### config.mk
export PLATFORM = sky130hd
export DESIGN_NAME = ccn_clock_network_control
export DESIGN_NICKNAME = d
export VERILOG_FILES = /design/src/core/ccn_pkg.sv /design/src/core/ccn_clock_network_control.sv
export SDC_FILE = /design/constraint.sdc
export NUM_CORES = 2
export LEC_CHECK = 0
export ABC_CLOCK_PERIOD_IN_PS = 5600
export BUFFER_PORTS_ARGS = -buffer_cell sky130_fd_sc_hd__clkbuf_2
export CORE_MARGIN = 2
export CORE_UTILIZATION = 65
export CTS_CLUSTER_DIAMETER = 150
export DETAILED_ROUTE_END_ITERATION = 8
export GPL_TIMING_DRIVEN = 0
export PLACE_DENSITY = 0.8
export SLEW_MARGIN = 20
export SYNTH_ARGS = -nofsm -noshare
export SYNTH_HDL_FRONTEND = slang
export SYNTH_SLANG_ARGS = --single-unit
### constraint.sdc
create_clock -name clk_sys -period 5.6 [get_ports clk_sys]
set_clock_uncertainty 0.15 [all_clocks]
set_input_delay 1.12 -clock clk_sys [delete_from_list [all_inputs] [get_ports clk_sys]]
set_output_delay 1.12 -clock clk_sys [all_outputs]
set_load 0.005 [all_outputs]
### src/core/ccn_pkg.sv
// Purpose: Shared constants and types of the clock network control block
// Assumes: One system clock; APB3 slave with 32-bit data
// Notes:   Source index map: 0-3 left/right side pins, 4-11 top/bottom pins,
//          12-19 PLL outputs, 20 internal logic
package ccn_pkg;

    // ********************************
    // Sizes
    // ********************************
    localparam int NUM_GLOBAL   = 16;
    localparam int NUM_REGIONAL = 32;
    localparam int NUM_QUAD     = 4;
    localparam int QUAD_LINES   = 8;
    localparam int NUM_PIN      = 12;
    localparam int NUM_PLL      = 4;
    localparam int NUM_PLL_OUT  = 8;
    localparam int NUM_BASE_SRC = 20;
    localparam int QUAD_RES     = 24;
    localparam int ROW_CLKS     = 6;
    localparam int GROUP_CLKS   = 3;
    localparam int NUM_PAIR     = 4;
    localparam int NUM_PINOUT   = 2;
    localparam int ADDR_W       = 12;

    // ********************************
    // Source index map
    // ********************************
    localparam logic [4:0] SRC_LR_HI    = 5'h03;
    localparam logic [4:0] SRC_TB_LO    = 5'h04;
    localparam logic [4:0] SRC_TB_HI    = 5'h0B;
    localparam logic [4:0] SRC_PLL_BASE = 5'h0C;
    localparam logic [4:0] SRC_CORE     = 5'h14;
    localparam logic [3:0] FAST_PLL_MASK   = 4'h3;
    localparam logic [3:0] CORNER_PLL_MASK = 4'h8;

    // Pair n joins quadrant PAIR_QA[n] and PAIR_QB[n]
    localparam logic [3:0][1:0] PAIR_QA   = {2'h1, 2'h0, 2'h2, 2'h0};
    localparam logic [3:0][1:0] PAIR_QB   = {2'h3, 2'h2, 2'h3, 2'h1};
    localparam logic [3:0]      PAIR_VERT = 4'hC;

    // ********************************
    // Register offsets
    // ********************************
    localparam logic [ADDR_W-1:0] OFS_GSEL   = 12'h000;
    localparam logic [ADDR_W-1:0] OFS_RSEL   = 12'h040;
    localparam logic [ADDR_W-1:0] OFS_PAIR   = 12'h0C0;
    localparam logic [ADDR_W-1:0] OFS_ROWSEL = 12'h0D0;
    localparam logic [ADDR_W-1:0] OFS_GRPSEL = 12'h0E0;
    localparam logic [ADDR_W-1:0] OFS_POUT   = 12'h0F0;
    localparam logic [ADDR_W-1:0] OFS_GSTAT  = 12'h100;
    localparam logic [ADDR_W-1:0] OFS_RSTAT  = 12'h104;
    localparam logic [ADDR_W-1:0] OFS_END    = 12'h108;

    // ********************************
    // Register layouts (reset value of all is zero: nets off)
    // ********************************
    typedef struct packed {
        logic       on;
        logic       dynMode;
        logic [4:0] dynB;
        logic [4:0] dynA;
        logic [4:0] sel;
    } ccn_gcfg_t;

    typedef struct packed {
        logic       on;
        logic [4:0] sel;
    } ccn_rcfg_t;

    typedef struct packed {
        logic [4:0] src;
        logic [2:0] line;
        logic       en;
    } ccn_pair_t;

    typedef struct packed {
        logic       useInternal;
        logic       on;
        logic [2:0] sel;
    } ccn_pout_t;

    typedef logic [ROW_CLKS-1:0][4:0]   ccn_rowsel_t;
    typedef logic [GROUP_CLKS-1:0][2:0] ccn_grpsel_t;

    typedef struct packed {
        logic [4:0] idx;
        logic       gate;
    } ccn_step_t;

    typedef enum logic [3:0] {
        K_NONE, K_GSEL, K_RSEL, K_PAIR, K_ROW, K_GRP, K_POUT, K_GSTAT, K_RSTAT
    } ccn_kind_t;

    typedef struct packed {
        ccn_kind_t  kind;
        logic [4:0] idx;
    } ccn_dec_t;

    // Inputs from outside the clock domain, synchronised together
    typedef struct packed {
        logic                    userMode;
        logic [NUM_PINOUT-1:0]   pinInternal;
        logic [NUM_PINOUT-1:0]   pDynEn;
        logic [NUM_REGIONAL-1:0] rDynEn;
        logic [NUM_GLOBAL-1:0]   gDynEn;
        logic [NUM_GLOBAL-1:0]   gDynSel;
        logic [NUM_REGIONAL-1:0] coreRegional;
        logic [NUM_GLOBAL-1:0]   coreGlobal;
        logic [NUM_PLL_OUT-1:0]  pllOut;
        logic [NUM_PIN-1:0]      clkPin;
    } ccn_in_t;

endpackage

### src/core/ccn_clock_network_control.sv
// Purpose: Clock network control: source select and gating of global,
//          regional and PLL output pin nets, plus row group clock picks
// Assumes: Clock sources are sampled on clk_sys; nets are rebuilt from samples
//
// The APB interface to the registers and the register offsets were decided locally.
`timescale 1ns/1ps
`default_nettype none

module ccn_clock_network_control
    import ccn_pkg::*;
(
    input  wire logic                          clk_sys,
    input  wire logic                          nrst,
    input  wire logic                          psel,
    input  wire logic                          penable,
    input  wire logic                          pwrite,
    input  wire logic [ADDR_W-1:0]             paddr,
    input  wire logic [31:0]                   pwdata,
    output logic      [31:0]                   prdata,
    output logic                               pready,
    output logic                               pslverr,
    input  wire ccn_in_t                       srcIn,
    output logic      [NUM_GLOBAL-1:0]         globalClockNet,
    output logic      [NUM_REGIONAL-1:0]       regionalClockNet,
    output logic      [NUM_QUAD*GROUP_CLKS-1:0] logicRowGroupClk,
    output logic      [NUM_PINOUT-1:0]         pllPin
);

    // ********************************
    // Functions
    // ********************************
    function automatic logic srcAt(input logic [NUM_BASE_SRC-1:0] base,
                                   input logic core, input logic [4:0] idx);
        logic lvl;
        lvl = 1'b0;
        if (idx == SRC_CORE) begin
            lvl = core;
        end else if (idx < SRC_CORE) begin
            lvl = base[idx];
        end
        return lvl;
    endfunction

    // Move the mux and the gate only while the levels involved are low
    function automatic ccn_step_t ccStep(input ccn_step_t cur, input logic [4:0] want,
                                         input logic wantOn,
                                         input logic [NUM_BASE_SRC-1:0] base,
                                         input logic core);
        ccn_step_t res;
        logic      curLvl;
        logic      newLvl;
        res    = cur;
        curLvl = srcAt(base, core, cur.idx);
        newLvl = srcAt(base, core, want);
        if (!curLvl && !newLvl) begin
            res.idx = want;
        end
        if (!curLvl) begin
            res.gate = wantOn;
        end
        return res;
    endfunction

    function automatic logic pairLegal(input logic [4:0] idx, input logic vert);
        logic [4:0] k;
        logic       ok;
        k  = idx - SRC_PLL_BASE;
        ok = 1'b0;
        if (idx <= SRC_LR_HI) begin
            ok = vert;
        end else if (idx <= SRC_TB_HI) begin
            ok = !vert;
        end else if (idx < SRC_CORE) begin
            ok = !CORNER_PLL_MASK[k[2:1]] && (vert == FAST_PLL_MASK[k[2:1]]);
        end else if (idx == SRC_CORE) begin
            ok = 1'b1;
        end
        return ok;
    endfunction

    function automatic ccn_dec_t decode(input logic [ADDR_W-1:0] a);
        ccn_dec_t d;
        d.kind = K_NONE;
        d.idx  = a[6:2];
        if (a[1:0] != 2'h0 || a >= OFS_END) begin
            d.kind = K_NONE;
        end else if (a >= OFS_RSTAT) begin
            d.kind = K_RSTAT;
        end else if (a >= OFS_GSTAT) begin
            d.kind = K_GSTAT;
        end else if (a >= OFS_POUT) begin
            d.kind = (a < OFS_POUT + 12'h008) ? K_POUT : K_NONE;
            d.idx  = {4'h0, a[2]};
        end else if (a >= OFS_GRPSEL) begin
            d.kind = K_GRP;
            d.idx  = {3'h0, a[3:2]};
        end else if (a >= OFS_ROWSEL) begin
            d.kind = K_ROW;
            d.idx  = {3'h0, a[3:2]};
        end else if (a >= OFS_PAIR) begin
            d.kind = K_PAIR;
            d.idx  = {3'h0, a[3:2]};
        end else if (a >= OFS_RSEL) begin
            d.kind = K_RSEL;
            d.idx  = 5'(a[7:2] - 6'h10);
        end else begin
            d.kind = K_GSEL;
            d.idx  = {1'b0, a[5:2]};
        end
        return d;
    endfunction

    // ********************************
    // Input synchroniser
    // ********************************
    ccn_in_t syncA_ff;
    ccn_in_t syncB_ff;

    always_ff @(posedge clk_sys or negedge nrst) begin
        if (!nrst) begin
            syncA_ff <= '0;
            syncB_ff <= '0;
        end else begin
            syncA_ff <= srcIn;
            syncB_ff <= syncA_ff;
        end
    end

    logic [NUM_BASE_SRC-1:0] baseSrc;
    assign baseSrc = {syncB_ff.pllOut, syncB_ff.clkPin};

    // ********************************
    // Configuration registers and APB
    // ********************************
    ccn_gcfg_t   gCfg_ff   [NUM_GLOBAL];
    ccn_rcfg_t   rCfg_ff   [NUM_REGIONAL];
    ccn_pair_t   pair_ff   [NUM_PAIR];
    ccn_rowsel_t rowSel_ff [NUM_QUAD];
    ccn_grpsel_t grpSel_ff [NUM_QUAD];
    ccn_pout_t   pout_ff   [NUM_PINOUT];
    logic [31:0] prdata_ff;
    ccn_dec_t    dec;
    logic        access;
    logic        wrEn;
    logic        isStat;
    logic [NUM_GLOBAL-1:0]   gGateVec;
    logic [NUM_REGIONAL-1:0] rGateVec;

    assign dec     = decode(paddr);
    assign access  = psel && penable;
    assign isStat  = (dec.kind == K_GSTAT) || (dec.kind == K_RSTAT);
    // Configuration is closed once the device runs in user mode
    assign pslverr = access && ((dec.kind == K_NONE)
                     || (pwrite && (isStat || syncB_ff.userMode)));
    assign pready  = access;
    assign wrEn    = access && pwrite && !pslverr;
    assign prdata  = prdata_ff;

    always_ff @(posedge clk_sys or negedge nrst) begin
        if (!nrst) begin
            for (int i = 0; i < NUM_GLOBAL; i++) begin
                gCfg_ff[i] <= '0;
            end
            for (int i = 0; i < NUM_REGIONAL; i++) begin
                rCfg_ff[i] <= '0;
            end
            for (int i = 0; i < NUM_PAIR; i++) begin
                pair_ff[i] <= '0;
            end
            for (int i = 0; i < NUM_QUAD; i++) begin
                rowSel_ff[i] <= '0;
                grpSel_ff[i] <= '0;
            end
            for (int i = 0; i < NUM_PINOUT; i++) begin
                pout_ff[i] <= '0;
            end
        end else if (wrEn) begin
            unique case (dec.kind)
                K_GSEL:  gCfg_ff[dec.idx[3:0]]   <= pwdata[$bits(ccn_gcfg_t)-1:0];
                K_RSEL:  rCfg_ff[dec.idx]        <= pwdata[$bits(ccn_rcfg_t)-1:0];
                K_PAIR:  pair_ff[dec.idx[1:0]]   <= pwdata[$bits(ccn_pair_t)-1:0];
                K_ROW:   rowSel_ff[dec.idx[1:0]] <= pwdata[$bits(ccn_rowsel_t)-1:0];
                K_GRP:   grpSel_ff[dec.idx[1:0]] <= pwdata[$bits(ccn_grpsel_t)-1:0];
                K_POUT:  pout_ff[dec.idx[0]]     <= pwdata[$bits(ccn_pout_t)-1:0];
                K_NONE, K_GSTAT, K_RSTAT: ;
            endcase
        end
    end

    // Read data is fetched in the setup cycle so it stands from a flip-flop
    always_ff @(posedge clk_sys or negedge nrst) begin
        if (!nrst) begin
            prdata_ff <= '0;
        end else if (psel && !penable) begin
            unique case (dec.kind)
                K_GSEL:  prdata_ff <= 32'(gCfg_ff[dec.idx[3:0]]);
                K_RSEL:  prdata_ff <= 32'(rCfg_ff[dec.idx]);
                K_PAIR:  prdata_ff <= 32'(pair_ff[dec.idx[1:0]]);
                K_ROW:   prdata_ff <= 32'(rowSel_ff[dec.idx[1:0]]);
                K_GRP:   prdata_ff <= 32'(grpSel_ff[dec.idx[1:0]]);
                K_POUT:  prdata_ff <= 32'(pout_ff[dec.idx[0]]);
                K_GSTAT: prdata_ff <= 32'(gGateVec);
                K_RSTAT: prdata_ff <= rGateVec;
                K_NONE:  prdata_ff <= '0;
            endcase
        end
    end

    // ********************************
    // Global nets
    // ********************************
    ccn_step_t gSt_ff  [NUM_GLOBAL];
    ccn_step_t nxt_gSt [NUM_GLOBAL];
    logic [4:0]            gWant   [NUM_GLOBAL];
    logic [NUM_GLOBAL-1:0] gWantOn;
    logic [NUM_GLOBAL-1:0] gLvl;
    logic [NUM_GLOBAL-1:0] globalNet_ff;

    always_comb begin
        for (int g = 0; g < NUM_GLOBAL; g++) begin
            gWant[g] = gCfg_ff[g].sel;
            if (gCfg_ff[g].dynMode) begin
                gWant[g] = syncB_ff.gDynSel[g] ? gCfg_ff[g].dynB : gCfg_ff[g].dynA;
            end
            gWantOn[g] = gCfg_ff[g].on && syncB_ff.gDynEn[g];
            nxt_gSt[g] = ccStep(gSt_ff[g], gWant[g], gWantOn[g], baseSrc,
                                syncB_ff.coreGlobal[g]);
            gLvl[g]     = srcAt(baseSrc, syncB_ff.coreGlobal[g], gSt_ff[g].idx);
            gGateVec[g] = gSt_ff[g].gate;
        end
    end

    always_ff @(posedge clk_sys or negedge nrst) begin
        if (!nrst) begin
            for (int g = 0; g < NUM_GLOBAL; g++) begin
                gSt_ff[g] <= '0;
            end
            globalNet_ff <= '0;
        end else begin
            for (int g = 0; g < NUM_GLOBAL; g++) begin
                gSt_ff[g] <= nxt_gSt[g];
            end
            globalNet_ff <= gLvl & gGateVec;
        end
    end

    // ********************************
    // Regional nets and quadrant pairs
    // ********************************
    ccn_step_t rSt_ff  [NUM_REGIONAL];
    ccn_step_t nxt_rSt [NUM_REGIONAL];
    logic [4:0]              rWant [NUM_REGIONAL];
    logic [NUM_REGIONAL-1:0] rWantOn;
    logic [NUM_REGIONAL-1:0] rLvl;
    logic [NUM_REGIONAL-1:0] regionalNet_ff;
    logic [NUM_PAIR-1:0]     pairOk;

    always_comb begin
        for (int p = 0; p < NUM_PAIR; p++) begin
            pairOk[p] = pair_ff[p].en && pairLegal(pair_ff[p].src, PAIR_VERT[p]);
        end
        for (int r = 0; r < NUM_REGIONAL; r++) begin
            rWant[r]   = rCfg_ff[r].sel;
            // Side pins are not wired to the regional selector
            rWantOn[r] = rCfg_ff[r].on && (rCfg_ff[r].sel >= SRC_TB_LO)
                         && (rCfg_ff[r].sel <= SRC_CORE);
            for (int p = 0; p < NUM_PAIR; p++) begin
                if (pairOk[p] && (pair_ff[p].line == 3'(r % QUAD_LINES))
                    && ((PAIR_QA[p] == 2'(r / QUAD_LINES))
                    || (PAIR_QB[p] == 2'(r / QUAD_LINES)))) begin
                    rWant[r]   = pair_ff[p].src;
                    rWantOn[r] = 1'b1;
                end
            end
            rWantOn[r] = rWantOn[r] && syncB_ff.rDynEn[r];
            nxt_rSt[r] = ccStep(rSt_ff[r], rWant[r], rWantOn[r], baseSrc,
                                syncB_ff.coreRegional[r]);
            rLvl[r]     = srcAt(baseSrc, syncB_ff.coreRegional[r], rSt_ff[r].idx);
            rGateVec[r] = rSt_ff[r].gate;
        end
    end

    always_ff @(posedge clk_sys or negedge nrst) begin
        if (!nrst) begin
            for (int r = 0; r < NUM_REGIONAL; r++) begin
                rSt_ff[r] <= '0;
            end
            regionalNet_ff <= '0;
        end else begin
            for (int r = 0; r < NUM_REGIONAL; r++) begin
                rSt_ff[r] <= nxt_rSt[r];
            end
            regionalNet_ff <= rLvl & rGateVec;
        end
    end

    // ********************************
    // Row clocks and logic row groups
    // ********************************
    logic [QUAD_RES-1:0]                qRes   [NUM_QUAD];
    logic [ROW_CLKS-1:0]                rowClk [NUM_QUAD];
    logic [NUM_QUAD*GROUP_CLKS-1:0]     grpClk_ff;
    logic [NUM_QUAD*GROUP_CLKS-1:0]     nxt_grpClk;

    always_comb begin
        for (int q = 0; q < NUM_QUAD; q++) begin
            qRes[q] = {regionalNet_ff[q*QUAD_LINES +: QUAD_LINES], globalNet_ff};
            for (int k = 0; k < ROW_CLKS; k++) begin
                rowClk[q][k] = (rowSel_ff[q][k] < 5'(QUAD_RES)) ? qRes[q][rowSel_ff[q][k]]
                                                               : 1'b0;
            end
            for (int j = 0; j < GROUP_CLKS; j++) begin
                nxt_grpClk[q*GROUP_CLKS+j] = (grpSel_ff[q][j] < 3'(ROW_CLKS))
                                             ? rowClk[q][grpSel_ff[q][j]] : 1'b0;
            end
        end
    end

    always_ff @(posedge clk_sys or negedge nrst) begin
        if (!nrst) begin
            grpClk_ff <= '0;
        end else begin
            grpClk_ff <= nxt_grpClk;
        end
    end

    // ********************************
    // PLL output pins
    // ********************************
    ccn_step_t pSt_ff  [NUM_PINOUT];
    ccn_step_t nxt_pSt [NUM_PINOUT];
    logic [NUM_PINOUT-1:0] pNet;
    logic [NUM_PINOUT-1:0] pllPin_ff;

    always_comb begin
        for (int i = 0; i < NUM_PINOUT; i++) begin
            nxt_pSt[i] = ccStep(pSt_ff[i], SRC_PLL_BASE + 5'(pout_ff[i].sel),
                                pout_ff[i].on && syncB_ff.pDynEn[i], baseSrc,
                                1'b0);
            pNet[i] = srcAt(baseSrc, 1'b0, pSt_ff[i].idx) && pSt_ff[i].gate;
        end
    end

    always_ff @(posedge clk_sys or negedge nrst) begin
        if (!nrst) begin
            for (int i = 0; i < NUM_PINOUT; i++) begin
                pSt_ff[i] <= '0;
            end
            pllPin_ff <= '0;
        end else begin
            for (int i = 0; i < NUM_PINOUT; i++) begin
                pSt_ff[i] <= nxt_pSt[i];
                pllPin_ff[i] <= pout_ff[i].useInternal ? syncB_ff.pinInternal[i]
                                                       : pNet[i];
            end
        end
    end

    assign globalClockNet   = globalNet_ff;
    assign regionalClockNet = regionalNet_ff;
    assign logicRowGroupClk = grpClk_ff;
    assign pllPin           = pllPin_ff;
endmodule

`default_nettype wire

==> results.ini, run 1 <==
[run_status]
status=aborted with a tool error
lastStage=global routing (5_1_grt)
error_line=[ERROR GRT-0116] Global routing finished with congestion. Check the congestion regions in the DRC Viewer.

[global_routing]
grt_pass1_wl_mm=704
overflow=47
grt_usage_pct=77.4
first_global_vias=86217
grt_max_degree=99

[logic_synthesis]
syn-num-nets=7521
synth_edf_count=0
synth_seq_cells=1332
syn_inst=7335
ys_types=110
ys.flop_type=dfrtp_1
avgSynthCellArea_um2=11.5
yosys_warnings=0
syn_area_um2=84500
async_reset_ff_share_pct=100
yosysSeqAreaShare_pct=39.5

[placed_design]
placed_area_um2=89000
hpwlAfterDp_mm=351
gp_congestion=1.28
numPortBuffers=266

[floorplan]
die_w_um=365
initial_core_util_pct=65.3
die_h_um=365
pin_count=282
num_rows=132

[clock_network]
postCtsHoldBufs=0
htreeDepth=4
root_buffer=clkbuf_16
cts_made_buffers=142
cts_sinks=1332
cts_max_path_buffers=3

==> what timing repair did <==
| action | CTS |
|---|---|
| setup endpoints to repair | 185 |
| setup buffers | 0 |
| gates resized for setup | 17 |
==> layer usage <==
metal	overflow	global-route usage, %
met1	0	77.7
met2	26	91.0
met3	0	65.6
met4	21	75.2
met5	0	38.6
==> stage by stage <==
| stage | cells | worst slack [ns] |
|---|---|---|
| after floorplan | 7335 | 1.27 |
| after global placement | 9343 | -28.32 |
| after detailed placement | 9383 | -1.95 |
| after CTS | 9639 | 0.00537 |
==> cells by family after synthesis <==
| group | Yosys count | synth area share [%] |
|---|---|---|
| xor gates and xnor gates | 3 | 0.0311 |
| muxes | 1993 | 34.7 |
| AOI/OAI and AO/OA | 1592 | 13.1 |
| and+or+nand+nor | 1582 | 8.95 |
| buffers and inverters | 833 | 3.83 |
| DFF | 1332 | 39.5 |
==> Yosys cell counts, types with 49 or more instances <==
| cell type | instances | area [um2] |
|---|---|---|
| dfrtp_1 | 1332 | 33300 |
| mux2_2 | 824 | 9280 |
| mux4_2 | 663 | 14900 |
| clkbuf_1 | 566 | 2120 |
| nand2_1 | 536 | 2010 |
| mux2i_1 | 497 | 4970 |
| nor2_1 | 404 | 1520 |
| a21oi_1 | 333 | 1670 |
| o21ai_0 | 259 | 1300 |
| nand3_1 | 154 | 771 |
| a31oi_1 | 136 | 851 |
| inv_1 | 120 | 450 |
| nor2b_1 | 81 | 507 |
| buf_1 | 72 | 270 |
| nor3_1 | 72 | 360 |
| a31o_2 | 68 | 596 |
| a22oi_1 | 67 | 503 |
| buf_2 | 61 | 305 |
| o21ai_1 | 58 | 290 |
| o31ai_1 | 54 | 405 |
| nand2b_1 | 49 | 307 |
==> run 2: changes to the inputs <==
Settings changed: CORE_UTILIZATION 65 to 40, CTS_CLUSTER_DIAMETER 150 to not set, PLACE_DENSITY 0.8 to not set, PLACE_DENSITY_LB_ADDON set to 0.15.
==> results.ini, run 2 <==
[timing]
maxSlewViolCount=0
tns_ns=-9.49
rsz0062_at_grt=yes
worst_pin_slew_ns=1.44
max_slew_margin_pct=3.91
setup-violations-final=103
hold_slack_ns=0.178
min_period_over_period_pct=106
timing.fmax_mhz=168
setup_slack_ns=-0.353
period_minus_slack_ns=5.95
hold_viol_final=0

[layout]
area_growth_pct=15.6
final_cell_mix=dfrtp_1 (1332), mux2_2 (824), mux4_2 (663)
final_util_pct=46.6
final_common_cell=dfrtp_1
num-fill-cells=19606
num-nets-final=8052
largest_reg_flops=272
reg.largest.list=gCfg_ff (272), rCfg_ff (192), rSt_ff (160)
drive_above_1_share_pct=33.2
regMostFlops=gCfg_ff

[floorplan]
dieArea_um2=215000
pin_count=282  ; unchanged
die_w_um=464  ; was 365 um
initial_core_util_pct=40.3  ; was 65.3%
num_rows=168  ; was 132
core_um2=210000
die_h_um=464  ; was 365 um

[logic_synthesis]
synth_seq_cells=1332  ; unchanged
synth_commonest_cells=dfrtp_1 (1332), mux2_2 (824), mux4_2 (663), clkbuf_1 (566), nand2_1 (536)  ; unchanged
synth_top_area_share_pct=39.5  ; unchanged
synth_edf_count=0  ; unchanged
syn_area_um2=84500  ; unchanged
ys_types=110  ; unchanged
yosys_warnings=0  ; unchanged
synth_top_cell_by_area=dfrtp_1  ; unchanged
syn-num-nets=7521  ; unchanged
yosysSeqAreaShare_pct=39.5  ; unchanged
syn_inst=7335  ; unchanged
avgSynthCellArea_um2=11.5  ; unchanged
ys.flop_type=dfrtp_1  ; unchanged
synthMostInstantiatedCell=dfrtp_1  ; unchanged
async_reset_ff_share_pct=100  ; unchanged
synth.area.top_cells=dfrtp_1 (39%), mux4_2 (18%), mux2_2 (11%), mux2i_1 (5.9%), clkbuf_1 (2.5%)  ; unchanged

[run_status]
violations=negative setup slack
status=finished with violations  ; was aborted with a tool error

[power]
leakage_uw=0.0403
ir_drop_v=0.000323
intPower_uw=16900
netSwitchingFraction_pct=28.7
power_frac_comb_pct=10.8
power.density_nw_per_um2=242
p_sw_uw=6790
pwr-share-clk_pct=47.3
pwr-share-seq_pct=41.9

[clock_network]
root_buffer=clkbuf_16  ; unchanged
clkTransAtPathRegs_ns=0.06
clk_latency_ns=0.88
htreeDepth=4  ; unchanged
cts_sinks=1332  ; unchanged
cts_tree=done
cts_made_buffers=158  ; was 142
cts_max_path_buffers=3  ; unchanged

[routing]
wl_mm=553
drtIter0Drc=12817
route.vias.total=79623
avgRoutedWirePerCell_um=50.9
firstDrtPassIters=9
drt-vias-per-instance=7.33
postRouteAntennaNets=0
drc=0

[global_routing]
first_global_vias=74991
antenna_found_initial=93
grt_pass1_wl_mm=717
grt_usage_pct=50.3
overflow=0
grt_max_degree=90

[flow_run]
maxCapViolations=0

[worst_setup_path]
critical_path_required_ns=6.18
critPathArrivalTime_ns=6.53
end_kind=register
critPathMaxFanout=10
crit_type=register to register
start_kind=register

[placed_design]
numPortBuffers=266  ; unchanged
hpwlAfterDp_mm=433  ; was 351 mm
gp_congestion=1.10  ; was 1.28

[worst_hold_path]
hold_path_class=register to register

==> run 2: cell counts after synthesis <==
Identical to the previous run, type by type.
==> run 2: area by class of cell <==
| type | instances | area [um2] | share of cell area [%] |
|---|---|---|---|
| sequential | 1332 | 33300 | 34.1 |
| buffer | 708 | 3010 | 3.08 |
| timing repair buffer | 371 | 2920 | 2.99 |
| antenna | 69 | 173 | 0.177 |
| inverter | 125 | 470 | 0.482 |
| multi-input combinational | 5170 | 48700 | 49.9 |
| tap | 2805 | 3510 | 3.59 |
| clock inverter | 69 | 1030 | 1.05 |
| clock buffer | 218 | 4510 | 4.62 |
==> run 2: critical path, stage by stage, from the launching register on <==
cell and delay [ns]:
dfrtp_1 0.79, clkbuf_1 0.90, clkbuf_1 0.88, clkbuf_2 0.71, clkbuf_1 0.77, mux2i_1 0.18, mux2i_1 0.19, o2111ai_1 0.12
o21a_1 0.20, o21ai_0 0.48, mux2_2 0.41
==> run 2: per-stage QoR <==
stage / power, uW / instances / setup slack [ns] / cell area (um2)
finish: 23700 / 10867 / -0.353 / 97700
detailed placement: 12500 / 10497 / -1.52 / 91500
global placement: 12400 / 10406 / -30.71 / 89300
global route: 24100 / 10810 / -0.00768 / 97500
CTS: 23500 / 10796 / -0.0767 / 97300
floorplan: 11000 / 7335 / 1.27 / 84500
==> run 2: power groups by stage <==
| stage | combinational, uW | sequential [uW] | clock (uW) |
|---|---|---|---|
| 6_report | 2550 | 9910 | 11200 |
| 5_1_grt | 2530 | 9910 | 11600 |
| 4_1_cts | 2390 | 9900 | 11200 |
| 3_5_place_dp | 2380 | 10100 | 0 |
| 3_3_place_gp | 2260 | 10100 | 0 |
| 2_1_floorplan | 973 | 9990 | 0 |
==> run 2: timing repair <==
action / 4_1_cts / 5_1_grt
hold endpoints to repair: 3 / 0
endpoints found under the setup margin: 187 / 141
pin swaps: 2 / 0
hold buffers: 1 / 0
setup buffers: 11 / 0
gates resized for setup: 46 / 49
==> run 2: final timing paths <==
kind                               from            to  slack, ns  cells after the start
max                          baseSrc[2]    rSt_ff[43]      -0.35                     10
max in group asynchronous          nrst   rSt_ff[185]       1.41                      9
min reg2reg                syncA_ff[19]   baseSrc[19]       0.18                      0
min                        syncA_ff[19]   baseSrc[19]       0.18                      0
max reg2reg                  baseSrc[2]    rSt_ff[43]      -0.35                     10
min in group asynchronous          nrst  syncA_ff[83]       0.58                      2
==> run 2: metal layers <==
layer,vias up,track usage (%),part of all wire [%]
met5,-,0,0.049
met4,28,48.9,12
met3,2085,18.9,12
met2,7078,71.3,41
met1,41065,57.7,34
li1,29367,-,-
==> run 2: logic make-up (layout without fill, tap and decap cells) <==
family                 Yosys count  in the layout  share of synthesized area [%]
AND/OR/NAND/NOR               1582           1582                           8.95
other                            0             69                              0
multiplexers                  1993           1993                           34.7
buffers and inverters          833           1491                           3.83
AO/OA/AOI/OAI                 1592           1592                           13.1
flip-flops                    1332           1332                           39.5
XOR/XNOR                         3              3                         0.0311
Power figures use the tool's default switching activity.
